$ cat src/design/dpr_defines.svh
`ifndef DPR_DEFINES_SVH
`define DPR_DEFINES_SVH

// program word layout
`define DPR_PROG_LAST      4'hF
`define DPR_B_ECC          0
`define DPR_B_SA           1
`define DPR_B_SB           2
`define DPR_B_CFS          3
`define DPR_B_FFS          4
`define DPR_B_RFS          5
`define DPR_B_CI0          6
`define DPR_B_CI1          7
`define DPR_B_PLS          8
`define DPR_B_EXT          9
`define DPR_B_PPR          10
`define DPR_WORD_ONES      16'hFFFF
`define DPR_WORD_ZEROS     16'h0000
`define DPR_DEF_NON_ECC    16'h0012
`define DPR_DEF_ECC        16'h0013

// program clock phase length
`define DPR_PCLK_HALF      2'h3

// refresh and port switch
`define DPR_BURST_ROWS     8'h80
`define DPR_ONE_ROW        8'h01
`define DPR_SWITCH_LAST    2'h1
`define DPR_CLK_NS         25
`define DPR_PERIOD_LONG_NS 15600
`define DPR_PERIOD_SHORT_NS 7800
`define DPR_MARGIN_PCT     95
`define DPR_CI_STEP_PCT    10
`define DPR_LONG_CYC  ((`DPR_PERIOD_LONG_NS * `DPR_MARGIN_PCT) / (100 * `DPR_CLK_NS))
`define DPR_SHORT_CYC ((`DPR_PERIOD_SHORT_NS * `DPR_MARGIN_PCT) / (100 * `DPR_CLK_NS))
`define DPR_IVL_W          11

`endif

$ cat src/design/dpr_pkg.sv
package dpr_pkg;
  typedef enum logic [1:0] {PRG_LOW, PRG_HIGH, PRG_DONE} dpr_prog_t;
  typedef enum logic [1:0] {ARB_IDLE, ARB_SWITCH, ARB_BUSY} dpr_arb_t;
  typedef enum logic [1:0] {PORT_A, PORT_B, PORT_C} dpr_port_t;
endpackage
$ cat src/design/dpr_ctrl.sv
// Notes on behaviour
// refresh input low at reset: one-clock high pulse gives one refresh
// new external refresh ignored until previous request or burst is finished
// non-failsafe: input high two or more clocks gives 128-row burst
// in ecc mode every burst refresh cycle is a scrub cycle
// other party keeps refresh input low for no refresh at all
// sixteen-bit program word, first bit selects ecc mode
// exactly sixteen program clock pulses on the shared select pin
// after programming data input ignored, pin is only port select
// external shift register loads on reset and shifts on program clock
// data input level at reset steers ecc mode before programming ends
// strapped high gives default ecc word, low gives default non-ecc word
// per-port bit chooses synchronous or synchronised request inputs
// sync port takes status or command; async only command or gated status
// cycle-speed bit selects slow or fast processor signalling
// clock-frequency bit scales failsafe refresh interval
// ram-speed bit selects fast or slow ram timing
// refresh every 15.6 us, period bit makes it 7.8 us
// count-interval bits shorten interval by 0, 10, 20 or 30 percent
// interval counter counts clocks with about 5 percent margin
// lengthen bit lengthens each memory cycle
// three requesters: port a, port b, refresh port
// priority bit 1 keeps last port, 0 favours port a
// selected port starts at once, unselected port after select switch
// failsafe: rising edge requests refresh and restarts interval counter
// one data sample per program clock pulse, bit zero first
`timescale 1ns/1ps
`default_nettype none
`include "dpr_defines.svh"
module dpr_ctrl (
  input  wire logic        mclk_in,
  input  wire logic        rstn_in,
  input  wire logic        refresh_request_input_in,
  input  wire logic        program_data_input_in,
  input  wire logic [1:0]  port_req_in,
  input  wire logic [1:0]  port_enable_n_in,
  input  wire logic [1:0]  port_control_in,
  input  wire logic        cycle_done_in,
  output logic             port_select_program_clock_out,
  output logic             prog_done_out,
  output logic             ecc_mode_out,
  output logic [1:0]       port_sync_out,
  output logic [1:0]       port_status_iface_out,
  output logic             cycle_speed_fast_out,
  output logic             clock_frequency_fast_out,
  output logic             ram_speed_fast_out,
  output logic             cycle_lengthen_out,
  output logic             refresh_busy_out,
  output logic             cycle_start_out,
  output logic [1:0]       cycle_port_out,
  output logic             scrub_out
);
  logic              rs1_q, rst_n;
  logic              rq1_q, rq_q, rq_d1_q, pd1_q, pd_q;
  logic              rel_q, ecc_strap_q, failsafe_q;
  dpr_pkg::dpr_prog_t prg_q;
  logic [1:0]        ph_q;
  logic [3:0]        bit_q;
  logic [15:0]       shf_q, cfg_q;
  logic              pclk_q;
  logic [1:0]        req_v, en_v, ctl_v, want;
  logic [7:0]        left_q;
  logic [1:0]        hi_q;
  logic              rise, fall, single_go, burst_go, tick, ref_set, ref_take;
  logic [`DPR_IVL_W-1:0] ivl;
  dpr_pkg::dpr_arb_t  arb_q;
  dpr_pkg::dpr_port_t sel_q, win;
  logic [1:0]        sw_q;
  logic              mux_q, start_q, scrub_q;
  logic [1:0]        cport_q;

  // reset release
  always_ff @(posedge mclk_in or negedge rstn_in) begin
    if (!rstn_in) begin
      rs1_q <= 1'b0;
      rst_n <= 1'b0;
    end else begin
      rs1_q <= 1'b1;
      rst_n <= rs1_q;
    end
  end

  // pin synchronisers
  always_ff @(posedge mclk_in) begin
    rq1_q   <= refresh_request_input_in;
    rq_q    <= rq1_q;
    rq_d1_q <= rq_q;
    pd1_q   <= program_data_input_in;
    pd_q    <= pd1_q;
  end

  // strap capture at first edge after release
  always_ff @(posedge mclk_in or negedge rst_n) begin
    if (!rst_n) begin
      rel_q       <= 1'b0;
      ecc_strap_q <= 1'b0;
      failsafe_q  <= 1'b0;
      port_status_iface_out <= 2'h0;
    end else if (!rel_q) begin
      rel_q       <= 1'b1;
      ecc_strap_q <= pd_q;
      failsafe_q  <= rq_q;
      port_status_iface_out <= ctl_v;
    end
  end

  // serial programming
  always_ff @(posedge mclk_in or negedge rst_n) begin
    if (!rst_n) begin
      prg_q  <= dpr_pkg::PRG_LOW;
      ph_q   <= 2'h0;
      bit_q  <= 4'h0;
      shf_q  <= `DPR_WORD_ZEROS;
      cfg_q  <= `DPR_WORD_ZEROS;
      pclk_q <= 1'b0;
    end else if (rel_q) begin
      case (prg_q)
        dpr_pkg::PRG_LOW: begin
          ph_q <= ph_q + 2'h1;
          if (ph_q == `DPR_PCLK_HALF) begin
            shf_q  <= {pd_q, shf_q[15:1]};
            pclk_q <= 1'b1;
            prg_q  <= dpr_pkg::PRG_HIGH;
          end
        end
        dpr_pkg::PRG_HIGH: begin
          ph_q <= ph_q + 2'h1;
          if (ph_q == `DPR_PCLK_HALF) begin
            pclk_q <= 1'b0;
            bit_q  <= bit_q + 4'h1;
            if (bit_q == `DPR_PROG_LAST) begin
              prg_q <= dpr_pkg::PRG_DONE;
              if (shf_q == `DPR_WORD_ONES) begin
                cfg_q <= `DPR_DEF_ECC;
              end else if (shf_q == `DPR_WORD_ZEROS) begin
                cfg_q <= `DPR_DEF_NON_ECC;
              end else begin
                cfg_q <= shf_q;
              end
            end else begin
              prg_q <= dpr_pkg::PRG_LOW;
            end
          end
        end
        default: begin
          prg_q <= dpr_pkg::PRG_DONE;
        end
      endcase
    end
  end

  assign prog_done_out = (prg_q == dpr_pkg::PRG_DONE);
  assign ecc_mode_out  = prog_done_out ? cfg_q[`DPR_B_ECC] : ecc_strap_q;
  assign port_sync_out = {cfg_q[`DPR_B_SB], cfg_q[`DPR_B_SA]};
  assign cycle_speed_fast_out     = cfg_q[`DPR_B_CFS];
  assign clock_frequency_fast_out = cfg_q[`DPR_B_FFS];
  assign ram_speed_fast_out       = cfg_q[`DPR_B_RFS];
  assign cycle_lengthen_out       = cfg_q[`DPR_B_EXT];
  assign port_select_program_clock_out = prog_done_out ? mux_q : pclk_q;

  // port input synchronisers, chosen per port
  generate
    for (genvar gi = 0; gi < 2; gi++) begin : g_port
      logic [2:0] s1_q, s2_q;
      always_ff @(posedge mclk_in) begin
        s1_q <= {port_control_in[gi], port_enable_n_in[gi], port_req_in[gi]};
        s2_q <= s1_q;
      end
      assign req_v[gi] = port_sync_out[gi] ? port_req_in[gi] : s2_q[0];
      assign en_v[gi]  = port_sync_out[gi] ? !port_enable_n_in[gi] : !s2_q[1];
      assign ctl_v[gi] = port_sync_out[gi] ? port_control_in[gi] : s2_q[2];
      assign want[gi]  = prog_done_out && req_v[gi] && en_v[gi];
    end
  endgenerate

  // refresh interval from config
  function automatic logic [`DPR_IVL_W-1:0] ivl_f(input logic refresh_period_long_short, input logic [1:0] ci,
                                                 input logic clock_frequency_select);
    int c;
    c = refresh_period_long_short ? `DPR_SHORT_CYC : `DPR_LONG_CYC;
    c = (c * (100 - `DPR_CI_STEP_PCT * int'(ci))) / 100;
    if (!clock_frequency_select) begin
      c = c / 2;
    end
    return c[`DPR_IVL_W-1:0];
  endfunction

  assign ivl = ivl_f(cfg_q[`DPR_B_PLS], {cfg_q[`DPR_B_CI1], cfg_q[`DPR_B_CI0]},
                     cfg_q[`DPR_B_FFS]);

  assign rise = prog_done_out && rq_q && !rq_d1_q;
  assign fall = !rq_q && rq_d1_q;

  dpr_interval_timer u_timer (
    .mclk_in     (mclk_in),
    .rst_n_in    (rst_n),
    .run_in      (prog_done_out && failsafe_q),
    .restart_in  (rise && failsafe_q),
    .interval_in (ivl),
    .tick_out    (tick)
  );

  // non-failsafe pulse width decode
  always_ff @(posedge mclk_in or negedge rst_n) begin
    if (!rst_n) begin
      hi_q <= 2'h0;
    end else if (failsafe_q || !rq_q) begin
      hi_q <= 2'h0;
    end else if (rise && left_q == 8'h00) begin
      hi_q <= 2'h1;
    end else if (hi_q == 2'h1) begin
      hi_q <= 2'h2;
    end
  end

  assign single_go = !failsafe_q && fall && hi_q == 2'h1;
  assign burst_go  = !failsafe_q && rq_q && hi_q == 2'h1;
  assign ref_set   = failsafe_q && (rise || tick);
  assign ref_take  = start_q && cport_q == 2'(dpr_pkg::PORT_C);

  always_ff @(posedge mclk_in or negedge rst_n) begin
    if (!rst_n) begin
      left_q <= 8'h00;
    end else if (left_q != 8'h00) begin
      if (ref_take) begin
        left_q <= left_q - 8'h01;
      end
    end else if (burst_go) begin
      left_q <= `DPR_BURST_ROWS;
    end else if (single_go || ref_set) begin
      left_q <= `DPR_ONE_ROW;
    end
  end

  assign refresh_busy_out = (left_q != 8'h00);

  // arbitration winner
  always_comb begin
    win = sel_q;
    if (refresh_busy_out && !ref_take) begin
      win = dpr_pkg::PORT_C;
    end else if (cfg_q[`DPR_B_PPR] && sel_q == dpr_pkg::PORT_B && want[1]) begin
      win = dpr_pkg::PORT_B;
    end else if (cfg_q[`DPR_B_PPR] && sel_q == dpr_pkg::PORT_A && want[0]) begin
      win = dpr_pkg::PORT_A;
    end else if (want[0]) begin
      win = dpr_pkg::PORT_A;
    end else if (want[1]) begin
      win = dpr_pkg::PORT_B;
    end
  end

  wire win_req = (win == dpr_pkg::PORT_C) ? refresh_busy_out && !ref_take :
                 (win == dpr_pkg::PORT_A) ? want[0] : want[1];

  always_ff @(posedge mclk_in or negedge rst_n) begin
    if (!rst_n) begin
      arb_q   <= dpr_pkg::ARB_IDLE;
      sel_q   <= dpr_pkg::PORT_A;
      sw_q    <= 2'h0;
      mux_q   <= 1'b1;
      start_q <= 1'b0;
      cport_q <= 2'h0;
      scrub_q <= 1'b0;
    end else begin
      start_q <= 1'b0;
      case (arb_q)
        dpr_pkg::ARB_IDLE: begin
          if (win_req && win == sel_q) begin
            start_q <= 1'b1;
            cport_q <= 2'(win);
            scrub_q <= (win == dpr_pkg::PORT_C) && ecc_mode_out;
            arb_q   <= dpr_pkg::ARB_BUSY;
          end else if (win_req) begin
            sel_q <= win;
            if (win != dpr_pkg::PORT_C) begin
              mux_q <= (win == dpr_pkg::PORT_A);
            end
            sw_q  <= 2'h0;
            arb_q <= dpr_pkg::ARB_SWITCH;
          end
        end
        dpr_pkg::ARB_SWITCH: begin
          sw_q <= sw_q + 2'h1;
          if (sw_q == `DPR_SWITCH_LAST) begin
            if (win_req && win == sel_q) begin
              start_q <= 1'b1;
              cport_q <= 2'(sel_q);
              scrub_q <= (sel_q == dpr_pkg::PORT_C) && ecc_mode_out;
              arb_q   <= dpr_pkg::ARB_BUSY;
            end else begin
              arb_q <= dpr_pkg::ARB_IDLE;
            end
          end
        end
        default: begin
          if (cycle_done_in) begin
            arb_q <= dpr_pkg::ARB_IDLE;
          end
        end
      endcase
    end
  end

  assign cycle_start_out = start_q;
  assign cycle_port_out  = cport_q;
  assign scrub_out       = scrub_q;

  logic [4:0] pulses_q;
  logic       pclk_d_q;
  always_ff @(posedge mclk_in or negedge rst_n) begin
    if (!rst_n) begin
      pulses_q <= 5'h00;
      pclk_d_q <= 1'b0;
    end else begin
      pclk_d_q <= pclk_q;
      if (!prog_done_out && pclk_q && !pclk_d_q) begin
        pulses_q <= pulses_q + 5'h01;
      end
    end
  end
endmodule // dpr_ctrl
`default_nettype wire

$ cat src/design/dpr_interval_timer.sv
`timescale 1ns/1ps
`default_nettype none
`include "dpr_defines.svh"
module dpr_interval_timer (
  input  wire logic                   mclk_in,
  input  wire logic                   rst_n_in,
  input  wire logic                   run_in,
  input  wire logic                   restart_in,
  input  wire logic [`DPR_IVL_W-1:0]  interval_in,
  output logic                        tick_out
);
  logic [`DPR_IVL_W-1:0] cnt_q;

  // counts clock periods, reloads on restart or expiry
  always_ff @(posedge mclk_in or negedge rst_n_in) begin
    if (!rst_n_in) begin
      cnt_q <= {`DPR_IVL_W{1'b0}};
    end else if (!run_in || restart_in || tick_out) begin
      cnt_q <= {`DPR_IVL_W{1'b0}};
    end else begin
      cnt_q <= cnt_q + 1'b1;
    end
  end

  assign tick_out = run_in && !restart_in && (cnt_q == interval_in - 1'b1);
endmodule // dpr_interval_timer
`default_nettype wire

$ cat config.mk
export PLATFORM = sky130hd
export DESIGN_NAME = dpr_ctrl
export DESIGN_NICKNAME = d
export VERILOG_FILES = /design/src/design/dpr_pkg.sv /design/src/design/dpr_ctrl.sv /design/src/design/dpr_interval_timer.sv
export VERILOG_INCLUDE_DIRS = /design/src /design/src/design
export SDC_FILE = /design/constraint.sdc
export NUM_CORES = 1
export LEC_CHECK = 0
export BUFFER_PORTS_ARGS = -buffer_cell sky130_fd_sc_hd__buf_2
export CORE_MARGIN = 8
export CORE_UTILIZATION = 35
export DETAILED_ROUTE_END_ITERATION = 8
export PLACE_DENSITY_LB_ADDON = 0.2
export SYNTH_ARGS = -nofsm -noshare
export SYNTH_HDL_FRONTEND = slang
export SYNTH_SLANG_ARGS = --single-unit
$ cat constraint.sdc
create_clock -name mclk_in -period 3.7 [get_ports mclk_in]
set_input_delay 0.37 -clock mclk_in [delete_from_list [all_inputs] [get_ports mclk_in]]
set_output_delay 0.37 -clock mclk_in [all_outputs]
set_load 0.02 [all_outputs]
==> summary.txt, run 1 <==
Setup path
  – Slowest CP cell: fa_1
  – Crit path buf inv count: 5
  – Critical path endpoint category: register
  – CP Max Fanout: 7
  – CP top delay family: compound AO/OA/AOI/OAI gates
  – Critical path class: register to register
  – Worst reg2reg setup slack: -7.04 ns
  – CP dominant cell by count: ha_4
  – Critical Path RT: 3.91 ns
  – CP Launch Type: register
  – CP max stage delay: 0.53 ns
  – Crit path DAT: 10.95 ns

Die
  – Die height: 164.4 um
  – Die ar.: 27,020 um^2
  – Core Region: 21,690 um^2
  – Chip Width: 164.4 um
  – # IOs: 27
  – Row count: 54
  – Starting density of the core: 0.3553

Detailed routing
  – WL/cell: 15.04 um
  – DRT antenna net count: 0
  – Initial detailed-routing violation count: 437
  – Vias per Instance: 5.287
  – # DRC: 0
  – Routed via count: 7,275
  – Drt pass-1 iters: 5
  – Total Wirelength: 20,700 um

Status
  – Failing checks: negative setup slack
  – Status: finished, violations left

STA
  – RSZ-0062 raised after global routing: true
  – Clock skew: 0.01516 ns
  – Worst Tran Pin Value: 0.9401 ns
  – Final min period: 10.74 ns
  – Worst slew margin: 0.3732
  – FMAX: 93.10 MHz
  – Hold Fails Final Rpt: 0
  – Final WS setup: -7.041 ns
  – Count of pins over their slew limit: 0
  – Final setup vio count: 13
  – Period Utilization, post-route: 2.903

Logic synthesis
  – Cell accounting for the most synthesized area: dfrtp_1
  – Yosys reg bits: 92
  – Post-synth top area share: 0.2403
  – Syn Area/Cell: 8.949 um^2
  – Asr flop ratio synth: 0.8152
  – Ys Warns: 0
  – Main flop type after synthesis: dfrtp_1
  – Synthesized area: 7705 um^2
  – Post-synth EDFFs: 0
  – Distinct cells, synth: 108
  – Top area cells in the synthesized netlist: dfrtp_1 (24%), ha_1 (4.9%), dfxtp_1 (4.4%)
  – Register area share after synthesis: 0.2879
  – Mapped Cells: 861

Placement
  – IO buf count: 26
  – Pre-CTS setup slack: -7.397 ns
  – Placed insts: 1,342
  – Hpwl dp: 16,230 um
  – Routability cong.: 0.8676

Clock network
  – CTS H-tree depth: 3
  – TritonCTS clock tree: done
  – CTS sink count: 92
  – Maximum clock path buffer count: 2
  – Clock-pin slew on the worst setup and hold paths: 0.07 ns
  – Clock root cell: clkbuf_16
  – Total CTS buffers: 9
  – Clock insertion delay at the later pin of the skew report: 0.34 ns

GRT
  – Total GRT Usage: 0.1529
  – Grt ovf: 0
  – Initial antenna violation count: 0
  – Largest net degree at the start of global routing: 74
  – First-pass GRT wire length: 34,510 um
  – Vias in the first global route: 6,905

Power
  – IR drop worst, VDD: 0.3014 mV
  – Overall power: 4.437 mW
  – PwrDens: 418.5 nW/um^2
  – Leakage power figure: 4.557 nW

Cells and area
  – Commonest non-fill, non-tap cell in the layout: buf_4
  – Ant diodes: 0
  – Commonest cells after routing, fill and taps aside: buf_4 (215), nand2_1 (81), dfrtp_1 (73)
  – Fillers: 2,041
  – Layout Utilization: 0.4888
  – Non-filler cells, final: 1,376
  – Syn-to-layout area delta: 37.59%
  – Layout cells sized above 1: 0.3914
  – Final net count: 1,140

Worst hold path
  – Worst Hold Class: input pin to register

Run
  – Max-cap check violation count: 0
==> layout make-up <==
| class | count | area, um^2 | area share |
|---|---|---|---|
| multi-input cells | 706 | 5762 | 0.5435 |
| flip-flops and latches | 92 | 2222 | 0.2096 |
| repair buffers | 246 | 1808 | 0.1705 |
| well taps | 280 | 350.3 | 0.03305 |
| clock buffers | 9 | 225.2 | 0.02124 |
| inverters | 36 | 145.1 | 0.01369 |
| clock inverters | 7 | 88.84 | 0.008380 |
==> state kept, by name, indices dropped and copies added, names as in the netlist, 2 cells and up <==
signal / count
prg_q: 2
cfg_q: 11
left_q: 8
hi_q: 2
port_status_iface_out: 2
arb_q: 2
ph_q: 2
cycle_port_out: 2
shf_q: 16
sw_q: 2
g_port.s2_q: 6
bit_q: 4
sel_q: 2
u_timer.cnt_q: 11
g_port.s1_q: 6
==> kinds of logic after synthesis <==
kind of cell,count (synthesis),synth area share
other cells,2,0.0009747
mux,42,0.06203
buf+inv,69,0.03979
simple gates,318,0.2194
xor+xnor,44,0.05294
fa+ha+maj,38,0.06950
compound gates,256,0.2675
flops,92,0.2879
==> per-stage QoR <==
stage,TNS (ns),hold WS [ns],area (um^2)
after global routing,-97.54,0.1136,10600
after detailed placement,-95.91,0.1556,9829
after floorplan,-90.47,0.07441,8025
final,-91.27,0.1294,10600
after CTS,-90.34,0.1157,10450
after global placement,-93.57,0.1553,9829
==> worst paths after layout <==
kind	depth (start not counted)	startpoint	end
max in group asynchronous	0	rst_n	u_timer.cnt_q[2]
worst max register to register	48	cfg_q[7]	u_timer.cnt_q[1]
worst min-delay path	1	program_data_input_in	pd1_q
worst min register to register	0	rq1_q	rq_q
worst max-delay path	48	cfg_q[7]	u_timer.cnt_q[1]
min in group asynchronous	2	rstn_in	rst_n
==> metal layers <==
metal,track usage,wire length (um)
met3,0.01770,470
met4,0.03112,266
met5,0,0
met2,0.2391,9366
met1,0.2227,10600
==> power by group <==
part	leakage [nW]	internal [mW]	switching, mW
combinational	3.29	1.01	1.11
sequential	1.11	1.20	0.182
clock	0.152	0.486	0.447
total	4.56	2.70	1.74
==> synth_stat cells (11+ instances only) <==
| cell | instances |
|---|---|
| a21oi_1 | 44 |
| inv_1 | 32 |
| dfrtp_1 | 74 |
| o21ai_0 | 42 |
| a31oi_1 | 13 |
| nor4_1 | 12 |
| xnor2_1 | 27 |
| mux2_2 | 24 |
| nand3_1 | 26 |
| nand2b_1 | 14 |
| nor3_1 | 28 |
| ha_1 | 30 |
| nor3_2 | 11 |
| nor2_1 | 53 |
| a21o_1 | 11 |
| mux2i_1 | 13 |
| xor2_1 | 14 |
| nand4_1 | 15 |
| clkbuf_1 | 18 |
| dfxtp_1 | 17 |
| nand2_1 | 86 |
==> what timing repair did <==
action	4_1_cts	5_1_grt
hold buffers	1	0
pin swaps	23	10
endpoints found under the setup margin	13	13
buffers inserted	9	8
gates resized for setup	48	17
endpoints found under the hold margin	2	0
(Power assumes the default switching activity.)
==> run 2, diff against run 1 <==
--- a/config.mk
+++ b/config.mk
@@ -9,6 +9,7 @@
 export BUFFER_PORTS_ARGS = -buffer_cell sky130_fd_sc_hd__buf_2
 export CORE_MARGIN = 8
 export CORE_UTILIZATION = 35
+export CTS_BUF_LIST = sky130_fd_sc_hd__clkbuf_4
 export DETAILED_ROUTE_END_ITERATION = 8
 export PLACE_DENSITY_LB_ADDON = 0.2
 export SYNTH_ARGS = -nofsm -noshare
==> run 2 against run 1 <==
Compared with the run above: sequential share of layout area down 0.19 points; die area stayed put; global-route usage grew 0.14 points; largest cell class unchanged; critical endpoint unchanged; the flow still finishes with violations (negative setup slack).
==> summary.txt, run 2 (synthesized netlist as in run 1, its figures left out) <==
Status
  – Status: finished, violations left (unchanged)
  – Failing checks: negative setup slack (unchanged)

Cells and area
  – Syn-to-layout area delta: 38.88% (was 37.59%)
  – Final net count: 1,157 (was 1,140)
  – Commonest cells after routing, fill and taps aside: buf_4 (220), nand2_1 (82), dfrtp_1 (73) (was buf_4 (215), nand2_1 (81), dfrtp_1 (73))
  – Fillers: 2,039 (was 2,041)
  – Seq. cell area: 2222 um^2 (unchanged)
  – Layout cells sized above 1: 0.4016 (was 0.3914)
  – Ant diodes: 0 (unchanged)
  – Multi-input logic area: 5847 um^2 (was 5762 um^2)
  – Number of flip-flops in the largest register: 16 (unchanged)
  – Commonest non-fill, non-tap cell in the layout: buf_4 (unchanged)
  – Non-filler cells, final: 1,393 (was 1,376)
  – Most flops, register: shf_q (unchanged)
  – Biggest regs: shf_q (16), cfg_q (11), u_timer.cnt_q (11) (unchanged)

Detailed routing
  – WL/cell: 15.10 um (was 15.04 um)
  – DRT antenna net count: 0 (unchanged)
  – # DRC: 0 (unchanged)
  – Routed wl met2: 9523 um (was 9366 um)
  – WL met3: 583 um (was 470 um)
  – Drt pass-1 iters: 5 (unchanged)
  – Total Wirelength: 21,030 um (was 20,700 um)
  – Top sig layer: met4 (unchanged)
  – Initial detailed-routing violation count: 428 (was 437)
  – Routed via count: 7,344 (was 7,275)
  – Vias per Instance: 5.272 (was 5.287)
  – Metal-1 WL: 10,690 um (was 10,600 um)

Setup path
  – Worst reg2reg setup slack: -7.07 ns (was -7.04 ns)
  – R2r worst-path depth: 48 (unchanged)
  – Critical path class: register to register (unchanged)
  – Crit path DAT: 11.10 ns (was 10.95 ns)
  – CP max stage delay: 0.53 ns (about the same)
  – Critical Path RT: 4.03 ns (was 3.91 ns)
  – Critical path endpoint category: register (unchanged)
  – Slowest CP cell: fa_1 (unchanged)
  – CP dominant cell by count: ha_4 (unchanged)
  – CP Max Fanout: 6 (was 7)
  – CP Launch Type: register (unchanged)

Run
  – Max-cap check violation count: 0 (unchanged)

Clock network
  – Total CTS buffers: 9 (unchanged)
  – Clock insertion delay at the later pin of the skew report: 0.47 ns (was 0.34 ns)
  – CTS H-tree depth: 3 (unchanged)
  – Maximum clock path buffer count: 2 (unchanged)
  – CTS sink count: 92 (unchanged)
  – Clock-pin slew on the worst setup and hold paths: 0.17 ns (was 0.07 ns)
  – Clock root cell: clkbuf_4 (was clkbuf_16)
  – TritonCTS clock tree: done (unchanged)

STA
  – Clock skew: 0.02924 ns (was 0.01516 ns)
  – Final setup vio count: 13 (unchanged)
  – Count of pins over their slew limit: 0 (unchanged)
  – Final min period: 10.77 ns (was 10.74 ns)
  – Worst Tran Pin Value: 0.9510 ns (was 0.9401 ns)
  – Final WS setup: -7.068 ns (was -7.041 ns)
  – FMAX: 92.86 MHz (was 93.10 MHz)
  – Hold Fails Final Rpt: 0 (unchanged)
  – RSZ-0062 raised after global routing: true (unchanged)
  – Period Utilization, post-route: 2.910 (was 2.903)
  – Worst slew margin: 0.3660 (was 0.3732)

Die
  – # IOs: 27 (unchanged)
  – Row count: 54 (unchanged)
  – Chip Width: 164.4 um (unchanged)
  – Die height: 164.4 um (unchanged)
  – Die ar.: 27,020 um^2 (unchanged)
  – Core Region: 21,690 um^2 (unchanged)
  – Starting density of the core: 0.3553 (unchanged)

Power
  – Leakage power figure: 4.577 nW (was 4.557 nW)
  – Overall power: 4.166 mW (was 4.437 mW)
  – PwrDens: 389.3 nW/um^2 (was 418.5 nW/um^2)
  – IR drop worst, VDD: 0.2488 mV (was 0.3014 mV)

Placement
  – Hpwl dp: 16,230 um (unchanged)
  – IO buf count: 26 (unchanged)
  – Routability cong.: 0.8676 (unchanged)
  – Placed insts: 1,342 (unchanged)

GRT
  – First-pass GRT wire length: 34,760 um (was 34,510 um)
  – Grt ovf: 0 (unchanged)
  – Largest net degree at the start of global routing: 74 (unchanged)
  – Initial antenna violation count: 0 (unchanged)
  – Vias in the first global route: 6,979 (was 6,905)
  – Total GRT Usage: 0.1543 (was 0.1529)

Worst hold path
  – Hold Path Depth: 2 (was 1)
  – Worst Hold Class: input pin to register (unchanged)
[run 2: layout make-up]
type                       instances  area share
clock buffer                       9    0.006314
clock inverter                     7    0.008302
inverter                          36     0.01356
multi-input combinational        706      0.5464
sequential                        92      0.2077
tap                              280     0.03274
timing repair buffer             263      0.1850
[run 2: final timing paths]
check / from / end
max: cfg_q[6] / u_timer.cnt_q[1]
min: cycle_done_in / arb_q[1]
max reg2reg: cfg_q[6] / u_timer.cnt_q[1]
min reg2reg: rq1_q / rq_q
max in group asynchronous: rst_n / u_timer.cnt_q[1]
min in group asynchronous: rstn_in / rst_n
[run 2: layer usage]
metal | vias up | track usage
li1 | 3724 | -
met1 | 3504 | 0.2237
met2 | 97 | 0.2407
met3 | 19 | 0.02119
met4 | 0 | 0.03030
met5 | - | 0
[run 2: worst max-delay path, delay by kind of cell (launching register included)]
kind | cells | cell delay, ns
flip-flops | 1 | 0.45
buffers and inverters | 6 | 0.68
multiplexers | 5 | 1.17
adder cells (fa/ha/maj) | 7 | 2.25
AO/OA/AOI/OAI | 22 | 4.32
AND/OR/NAND/NOR | 8 | 1.73
[run 2: what timing repair did]
item / CTS / global route
buffers inserted: 15 / 11
hold endpoints to repair: 10 / 0
pin swaps: 41 / 45
gates resized for setup: 49 / 33
hold buffers: 9 / 0
setup endpoints to repair: 13 / 13
[run 2: report_power, final]
group | switching [mW] | internal, mW | total (mW)
Combinational | 1.14 | 1.08 | 2.22
Sequential | 0.182 | 1.20 | 1.38
Clock | 0.404 | 0.168 | 0.572
[run 2: per-stage QoR]
| step | util | cell area (um^2) | worst slack, ns | hold WS (ns) | TNS [ns] |
|---|---|---|---|---|---|
| floorplan | - | 8025 | -7.033 | 0.07441 | -90.47 |
| global placement | 0.4532 | 9829 | -7.211 | 0.1553 | -93.57 |
| detailed placement | 0.4532 | 9829 | -7.397 | 0.1556 | -95.91 |
| CTS | 0.4812 | 10440 | -7.064 | 0.04943 | -91.53 |
| global route | 0.4934 | 10700 | -7.537 | 0.05581 | -97.79 |
| finish | 0.4934 | 10700 | -7.068 | 0.09013 | -91.57 |
